**src/inc/exec_pkg.sv**
```systemverilog
// Constants and types shared by the branch, call, compare and flag-clear unit
package exec_pkg;

    // ------------------------------------------------------------------
    // Register map (byte addresses on APB)
    // ------------------------------------------------------------------
    localparam logic [7:0]  REG_CTRL  = 8'h00;
    localparam logic [7:0]  REG_INSTR = 8'h04;
    localparam logic [7:0]  REG_EA    = 8'h08;
    localparam logic [7:0]  REG_ACC   = 8'h0C;
    localparam logic [7:0]  REG_CCR   = 8'h10;
    localparam logic [7:0]  REG_PC    = 8'h14;
    localparam logic [7:0]  REG_SP    = 8'h18;
    localparam logic [7:0]  REG_PAGE  = 8'h1C;

    // ------------------------------------------------------------------
    // Control register fields
    // ------------------------------------------------------------------
    localparam int          CTRL_START = 0;
    localparam int          CTRL_XMEM  = 1;
    localparam int          CTRL_IND   = 2;
    localparam int          CTRL_LEN_L = 4;
    localparam int          CTRL_LEN_H = 6;
    localparam int          CTRL_BUSY  = 8;
    localparam int          CTRL_ERR   = 9;

    // ------------------------------------------------------------------
    // Condition code register bits and reset value
    // ------------------------------------------------------------------
    localparam int          CCR_C = 0;
    localparam int          CCR_V = 1;
    localparam int          CCR_Z = 2;
    localparam int          CCR_N = 3;
    localparam int          CCR_I = 4;
    localparam logic [7:0]  CCR_RST = 8'hD0;

    // ------------------------------------------------------------------
    // Object code
    // ------------------------------------------------------------------
    localparam logic [7:0]  OP_BR_OVF   = 8'h29;
    localparam logic [7:0]  OP_PREFIX   = 8'h18;
    localparam logic [7:0]  OP_CMP_AB   = 8'h17;
    localparam logic [7:0]  OP_FLAG_AND = 8'h10;
    localparam logic [7:0]  OP_CALL_EXT = 8'h4A;
    localparam logic [7:0]  OP_CALL_IDX = 8'h4B;
    localparam logic [15:0] BR_STEP     = 16'h0002;
    localparam logic [15:0] INH2_STEP   = 16'h0002;
    localparam logic [15:0] IMM_STEP    = 16'h0002;
    localparam logic [15:0] CALL_EXT_LEN = 16'h0004;
    localparam logic [15:0] RTN_BYTES   = 16'h0002;
    localparam logic [15:0] PAGE_BYTES  = 16'h0001;
    localparam logic [15:0] PTR_NEXT    = 16'h0001;
    localparam logic [15:0] PTR_PAGE    = 16'h0002;

    // Byte positions within the instruction word
    localparam int          B_OP = 0;
    localparam int          B_1  = 1;
    localparam int          B_2  = 2;
    localparam int          B_3  = 3;

    // ------------------------------------------------------------------
    // Sequencer states
    // ------------------------------------------------------------------
    typedef enum logic [3:0] {
        ST_IDLE, ST_EXEC, ST_IND_HI, ST_IND_LO, ST_IND_PG,
        ST_PUSH_H, ST_PUSH_L, ST_PUSH_P
    } state_type;

endpackage

```
**src/hw/exec_unit.sv**
```systemverilog
// Execution unit for overflow branch, paged call, accumulator compare and flag clears
//
// Chosen here: the APB interface to the registers and the placing of the registers.
`timescale 1ns/10ps

module exec_unit
    import exec_pkg::*;
(
    // Clock and reset
    input  wire logic        i_clock,
    input  wire logic        i_rst_b,
    // APB slave
    input  wire logic        i_psel,
    input  wire logic        i_penable,
    input  wire logic        i_pwrite,
    input  wire logic [7:0]  i_paddr,
    input  wire logic [31:0] i_pwdata,
    output logic             o_pready,
    output logic [31:0]      o_prdata,
    output logic             o_pslverr,
    // Stack and data memory
    output logic             o_mem_req,
    output logic             o_mem_we,
    output logic [15:0]      o_mem_addr,
    output logic [7:0]       o_mem_wdata,
    input  wire logic        i_mem_ack,
    input  wire logic [7:0]  i_mem_rdata,
    // Interrupt gating and status
    input  wire logic        i_irq_pending,
    output logic             o_irq_grant,
    output logic             o_done
);
    // ------------------------------------------------------------------
    // State
    // ------------------------------------------------------------------
    typedef struct packed {
        state_type   st;
        logic [31:0] instr;
        logic [23:0] ea;
        logic [7:0]  acc_a;
        logic [7:0]  acc_b;
        logic [7:0]  condition_code_register;
        logic [7:0]  page;
        logic [7:0]  pg_new;
        logic [15:0] pc;
        logic [15:0] sp;
        logic [15:0] rtn;
        logic [15:0] tgt;
        logic        xmem;
        logic        ind;
        logic [2:0]  len;
        logic        err;
        logic        mask_dly;
        logic        irq_hold;
        logic        grant;
        logic        done;
        logic        mem_req;
        logic        mem_we;
        logic [15:0] mem_addr;
        logic [7:0]  mem_wdata;
        logic        pready;
        logic        pslverr;
        logic [31:0] prdata;
    } core_type;
    core_type    q;
    core_type    d;
    logic [31:0] rd_word;
    logic        hit;
    logic        busy;
    logic        apb_acc;
    logic        mem_fin;
    logic [7:0]  opc;
    logic [7:0]  b1;
    logic [7:0]  diff;
    function automatic logic [7:0] byte_of(input logic [31:0] w, input int idx);
        byte_of = w[idx*8 +: 8];
    endfunction
    // ------------------------------------------------------------------
    // Next state
    // ------------------------------------------------------------------
    always_comb begin
        d       = q;
        busy    = (q.st != ST_IDLE);
        apb_acc = i_psel & i_penable;
        mem_fin = q.mem_req & i_mem_ack;
        opc     = byte_of(q.instr, B_OP);
        b1      = byte_of(q.instr, B_1);
        diff    = q.acc_a - q.acc_b;
        hit     = 1'b1;
        rd_word = '0;
        unique case (i_paddr)
            REG_CTRL: begin
                rd_word[CTRL_XMEM] = q.xmem;
                rd_word[CTRL_IND]  = q.ind;
                rd_word[CTRL_LEN_H:CTRL_LEN_L] = q.len;
                rd_word[CTRL_BUSY] = busy;
                rd_word[CTRL_ERR]  = q.err;
            end
            REG_INSTR: rd_word = q.instr;
            REG_EA:    rd_word = {8'h00, q.ea};
            REG_ACC:   rd_word = {16'h0000, q.acc_b, q.acc_a};
            REG_CCR:   rd_word = {24'h000000, q.condition_code_register};
            REG_PC:    rd_word = {16'h0000, q.pc};
            REG_SP:    rd_word = {16'h0000, q.sp};
            REG_PAGE:  rd_word = {24'h000000, q.page};
            default:   hit = 1'b0;
        endcase
        // APB: one wait state, commit on the ready edge
        d.pready = apb_acc & ~q.pready;
        if (apb_acc & ~q.pready) begin
            d.prdata  = i_pwrite ? 32'h00000000 : rd_word;
            d.pslverr = ~hit | (i_pwrite & busy);
        end
        if (apb_acc & q.pready & i_pwrite & ~q.pslverr) begin
            unique case (i_paddr)
                REG_CTRL: begin
                    d.xmem = i_pwdata[CTRL_XMEM];
                    d.ind  = i_pwdata[CTRL_IND];
                    d.len  = i_pwdata[CTRL_LEN_H:CTRL_LEN_L];
                    if (i_pwdata[CTRL_START]) begin
                        d.st  = ST_EXEC;
                        d.err = 1'b0;
                    end
                end
                REG_INSTR: d.instr = i_pwdata;
                REG_EA:    d.ea    = i_pwdata[23:0];
                REG_ACC: begin
                    d.acc_a = i_pwdata[7:0];
                    d.acc_b = i_pwdata[15:8];
                end
                REG_CCR:   d.condition_code_register  = i_pwdata[7:0];
                REG_PC:    d.pc   = i_pwdata[15:0];
                REG_SP:    d.sp   = i_pwdata[15:0];
                REG_PAGE:  d.page = i_pwdata[7:0];
                default: ;
            endcase
        end
        // Memory request drops on acknowledge
        d.done = 1'b0;
        if (mem_fin) begin
            d.mem_req = 1'b0;
        end
        unique case (q.st)
            ST_IDLE: ;
            ST_EXEC: begin
                d.st   = ST_IDLE;
                d.done = 1'b1;
                d.irq_hold = 1'b0;
                unique case (opc)
                    OP_BR_OVF: begin
                        if (q.condition_code_register[CCR_V]) begin
                            d.pc = q.pc + BR_STEP + {{8{b1[7]}}, b1};
                        end else begin
                            d.pc = q.pc + BR_STEP;
                        end
                    end
                    OP_PREFIX: begin
                        if (b1 == OP_CMP_AB) begin
                            d.condition_code_register[CCR_N] = diff[7];
                            d.condition_code_register[CCR_Z] = (diff == 8'h00);
                            d.condition_code_register[CCR_V] = (q.acc_a[7] & ~q.acc_b[7] & ~diff[7])
                                         | (~q.acc_a[7] & q.acc_b[7] & diff[7]);
                            d.condition_code_register[CCR_C] = (~q.acc_a[7] & q.acc_b[7])
                                         | (q.acc_b[7] & diff[7])
                                         | (diff[7] & ~q.acc_a[7]);
                            d.pc = q.pc + INH2_STEP;
                        end else begin
                            d.err = 1'b1;
                        end
                    end
                    OP_FLAG_AND: begin
                        // carry and mask clears use this
                        d.condition_code_register = q.condition_code_register & b1;
                        d.pc  = q.pc + IMM_STEP;
                        d.irq_hold = q.condition_code_register[CCR_I] & ~b1[CCR_I];
                    end
                    OP_CALL_EXT: begin
                        d.rtn    = q.pc + CALL_EXT_LEN;
                        d.tgt    = {b1, byte_of(q.instr, B_2)};
                        d.pg_new = byte_of(q.instr, B_3);
                        d.sp     = q.sp - RTN_BYTES;
                        d.st     = ST_PUSH_H;
                        d.done   = 1'b0;
                        d.irq_hold = q.irq_hold;
                    end
                    OP_CALL_IDX: begin
                        d.rtn  = q.pc + 16'(q.len);
                        d.done = 1'b0;
                        d.irq_hold = q.irq_hold;
                        if (q.ind) begin
                            d.st = ST_IND_HI;
                        end else begin
                            d.tgt    = q.ea[15:0];
                            d.pg_new = q.ea[23:16];
                            d.sp     = q.sp - RTN_BYTES;
                            d.st     = ST_PUSH_H;
                        end
                    end
                    default: d.err = 1'b1;
                endcase
            end
            ST_IND_HI: begin
                d.mem_req  = ~mem_fin;
                d.mem_we   = 1'b0;
                d.mem_addr = q.ea[15:0];
                if (mem_fin) begin
                    d.tgt[15:8] = i_mem_rdata;
                    d.st        = ST_IND_LO;
                end
            end
            ST_IND_LO: begin
                d.mem_req  = ~mem_fin;
                d.mem_addr = q.ea[15:0] + PTR_NEXT;
                if (mem_fin) begin
                    d.tgt[7:0] = i_mem_rdata;
                    d.st       = ST_IND_PG;
                end
            end
            ST_IND_PG: begin
                d.mem_req  = ~mem_fin;
                d.mem_addr = q.ea[15:0] + PTR_PAGE;
                if (mem_fin) begin
                    d.pg_new = i_mem_rdata;
                    d.sp     = q.sp - RTN_BYTES;
                    d.st     = ST_PUSH_H;
                end
            end
            // high byte at the stack pointer
            ST_PUSH_H: begin
                d.mem_req   = ~mem_fin;
                d.mem_we    = 1'b1;
                d.mem_addr  = q.sp;
                d.mem_wdata = q.rtn[15:8];
                if (mem_fin) begin
                    d.st = ST_PUSH_L;
                end
            end
            ST_PUSH_L: begin
                d.mem_req   = ~mem_fin;
                d.mem_we    = 1'b1;
                d.mem_addr  = q.sp + PTR_NEXT;
                d.mem_wdata = q.rtn[7:0];
                if (mem_fin) begin
                    d.sp = q.sp - PAGE_BYTES;
                    d.st = ST_PUSH_P;
                end
            end
            ST_PUSH_P: begin
                d.mem_req   = ~mem_fin;
                d.mem_we    = 1'b1;
                d.mem_addr  = q.sp;
                d.mem_wdata = q.page;
                if (mem_fin) begin
                    // page register only with expanded memory
                    if (q.xmem) begin
                        d.page = q.pg_new;
                    end
                    d.pc       = q.tgt;
                    d.st       = ST_IDLE;
                    d.done     = 1'b1;
                    d.irq_hold = 1'b0;
                end
            end
        endcase
        d.mask_dly = q.condition_code_register[CCR_I];
        d.grant    = i_irq_pending & ~q.mask_dly & ~q.irq_hold & ~busy;
    end
    // ------------------------------------------------------------------
    // Registers
    // ------------------------------------------------------------------
    always_ff @(posedge i_clock or negedge i_rst_b) begin
        if (!i_rst_b) begin
            q          <= '0;
            q.condition_code_register      <= CCR_RST;
            q.mask_dly <= 1'b1;
        end else begin
            q <= d;
        end
    end
    assign o_pready    = q.pready;
    assign o_prdata    = q.prdata;
    assign o_pslverr   = q.pslverr;
    assign o_mem_req   = q.mem_req;
    assign o_mem_we    = q.mem_we;
    assign o_mem_addr  = q.mem_addr;
    assign o_mem_wdata = q.mem_wdata;
    assign o_irq_grant = q.grant;
    assign o_done      = q.done;
endmodule // exec_unit

```
**config.mk**
```make
export PLATFORM = sky130hd
export DESIGN_NAME = exec_unit
export DESIGN_NICKNAME = d
export VERILOG_FILES = /design/src/inc/exec_pkg.sv /design/src/hw/exec_unit.sv
export SDC_FILE = /design/constraint.sdc
export NUM_CORES = 1
export LEC_CHECK = 0
export ABC_AREA = 1
export BUFFER_PORTS_ARGS = -buffer_cell sky130_fd_sc_hd__clkbuf_2
export CAP_MARGIN = 40
export CORE_MARGIN = 2
export CORE_UTILIZATION = 55
export DETAILED_ROUTE_END_ITERATION = 6
export PLACE_DENSITY = 0.78
export SYNTH_ARGS = -nofsm -noshare
export SYNTH_HDL_FRONTEND = slang
export SYNTH_SLANG_ARGS = --single-unit
```
**constraint.sdc**
```tcl
create_clock -name i_clock -period 7.43 [get_ports i_clock]
set_input_delay 1.486 -clock i_clock [delete_from_list [all_inputs] [get_ports i_clock]]
set_output_delay 1.486 -clock i_clock [all_outputs]
set_load 0.03 [all_outputs]
```
==> impl_metrics.yaml <==
cts:
  cts_inserted_buffers: 27
  cts_setup_buffers: 0
  cts_htree_levels: 1
  clk_pin_slew_ns: 0.06
  clockRootBuffer: "clkbuf_16"
  postCtsHoldBufs: 0
  cts_tree: "built"
  cts_buffer_depth: 3
  ctsResizeCount: 0
  clock-sinks: 234
  insertion_delay_ns: 0.57
yosys:
  synth_area_sq_um: 15800
  ys_seq_area_frac: 0.3709
  syn_nets: 2351
  ys.flop_type: "dfrtp_1"
  synth_top_area_cell: "dfrtp_1"
  synth_edf_count: 0
  synthTopCellsByArea: "dfrtp_1 36%, nand2_1 14%, o21ai_0 7.5%, inv_1 6.8%, nand3_1 4.1%"
  ys_top_cells_by_count: "609 x nand2_1, 286 x inv_1, 236 x o21ai_0, 230 x dfrtp_1, 160 x nor2_1"
  syn_inst: 2258
  yosysWarnings: 0
  async_flop_share: 1.000
  synth.most_common_cell: "nand2_1"
  synth_top_area_frac: 0.3643
  synth.ff_latch_count: 234
  synth_area_per_cell_sq_um: 6.997
  synth_cell_type_count: 58
setup_path:
  worst_r2r_endpoint: "q[81]$_DFFE_PN0P_"
  worst_path_largest_cell_delay_ns: 0.67
  worstPathArrival_ns: 4.35
  critical_path_peak_fanout: 25
  crit_chain: "clkbuf_2 -> nand2_1 -> nor2_1 -> clkinv_1 -> buf_16 -> nor2_1 -> inv_1 -> nor3_1 -> o21ai_0 -> nand2_1"
  r2r_start: "opc[5]$_DFFE_PN0P_"
  end_kind: "register"
  cp_data_required_time_ns: 7.93
  reg2reg_slack_ns: 3.83
  cp-start-kind: "input pin"
  worstRegToRegCells: 10
  path_class: "input pin to register"
  crit_slowest_cell: "nor2_1"
routing:
  postRouteAntennaNets: 0
  drt_iter0_drc: 2210
  firstDrtPassIters: 6
  avgRoutedWirePerCell_um: 22.78
  num_vias: 16400
  routed_wl_mm: 61.15
  route.detailed.drc: 0
  vias_per_cell: 6.111
floorplan:
  io_pins: 117
  dieArea_sq_um: 30100
  die_x_um: 173.5
  die_h_um: 173.5
  initial_core_util: 0.5550
  coreArea_sq_um: 28470
  core.rowCount: 62
status:
  status: "finished, final reports clean"
worst_hold_path:
  hold_path.class: "register to register"
  whs_path_depth: 0
  hp-start: "d[63]$_DFF_PN1_"
  whs_endpoint: "q[63]$_DFF_PN1_"
final_layout:
  drive_gt1_frac: 0.1035
  final_nets: 2372
  antenna_cells: 0
  fin_util: 0.6021
  area_growth_pct: 8.497
sta:
  setup_viol: 0
  tns_ns: 0
  max_slew.worst_pin.slew_ns: 0.9178
  grt_setup_unrepaired: "false"
  min_period_over_period: 0.5184
  skew_ns: 0.01727
  report.final.hold_viol_count: 0
  post-route-min-period_ns: 3.852
  slew_viol_final: 0
  timing.fmax_mhz: 259.6
  slew_headroom: 0.3867
  worst_slack_ns: 3.578
power:
  p_total_mw: 3.786
  p_leak_nw: 8.303
  powerDensity_nw_per_um2: 220.9
  vdd_drop_max_mv: 0.1815
placement:
  numPortBuffers: 116
  post-place-ws_ns: 3.074
  dp_hpwl_mm: 47.32
  place_congestion: 1.066
global_routing:
  grt_max_degree: 101
  grt_first_pass_wirelength_mm: 93.25
  grt_pass1_vias: 15410
  grt_antenna_before_repair: 0
  grt_util_all_layers: 0.4058
  gr-total-overflow: 0
job:
  max_cap_violations: 0
worst max-delay path by stage:
stage,start,end,depth (start not counted)
floorplan,i_paddr[5],q[122]$_DFF_PN0_,10
global placement,i_psel,o_prdata[5]$_DFFE_PN0P_,9
detailed placement,i_penable,o_prdata[5]$_DFFE_PN0P_,10
CTS,i_penable,o_prdata[5]$_DFFE_PN0P_,10
global route,i_penable,o_prdata[5]$_DFFE_PN0P_,10
finish,i_penable,o_prdata[5]$_DFFE_PN0P_,10
flip-flops by register name, indices dropped and copies added (netlist names):
signal,cells
o_prdata,32
o_mem_req,1
o_pready,1
o_done,1
o_mem_addr,16
o_pslverr,1
b1,8
q,155
opc,8
o_mem_wdata,8
o_mem_we,1
o_irq_grant,1
d,1
area by class of cell:
type                            instances  area [sq um]
Fill cell                            2693         11330
Timing Repair Buffer                  131         767.0
Inverter                              304          1142
Tap cell                              384         480.5
Multi-Input combinational cell       1581          7990
Clock buffer                           38         767.0
Sequential cell                       234          5861
Clock inverter                         12         135.1
cell families after synthesis:
family                     after synthesis  share of synthesized area
and+or+nand+nor                        998                     0.2661
AOI/OAI and AO/OA                      517                     0.1919
buffers and inverters                  443                     0.1235
DFF                                    234                     0.3709
adders and majority gates               38                    0.03199
xor gates and xnor gates                27                    0.01497
muxes                                    1                  0.0006335
stage by stage:
stage	hold WS [ns]	cell area [sq um]	cells
5_1_grt	0.4439	17140	2684
3_5_place_dp	0.4114	16240	2634
6_report	0.4453	17140	2684
4_1_cts	0.4280	17140	2684
3_3_place_gp	0.4117	16130	2628
2_1_floorplan	0.3745	15800	2258
routing by layer:
metal  vias to the layer above  share of wire  track usage
met2                       999           0.42       0.5952
met5                         -              0            0
met4                         0          0.062       0.2122
met3                       192           0.12      0.08969
li1                       7453              -            -
met1                      7758           0.40       0.5635
power breakdown:
group,switching [mW],internal [mW]
clock network,0.585,0.794
logic,0.646,0.234
registers,0.126,1.40
total,1.36,2.43
layout by cell type, fill, tap and decap left out, drive strengths merged, types with 24 or more instances in the layout:
| cell type | netlist | routed |
|---|---|---|
| a21oi | 70 | 70 |
| a31oi | 24 | 24 |
| clkbuf | 49 | 153 |
| dfrtp | 230 | 230 |
| ha | 34 | 34 |
| inv | 299 | 300 |
| nand2 | 618 | 618 |
| nand3 | 131 | 131 |
| nand4 | 30 | 30 |
| nor2 | 175 | 175 |
| nor3 | 25 | 25 |
| o211ai | 38 | 38 |
| o21ai | 252 | 252 |
| o22ai | 63 | 63 |
critical path, delay by kind of cell:
| family | cells | cell delay (ns) |
|---|---|---|
| AND/OR/NAND/NOR | 5 | 1.61 |
| AO/OA/AOI/OAI | 1 | 0.19 |
| buffers and inverters | 4 | 1.08 |
Power figures use the tool's default switching activity.
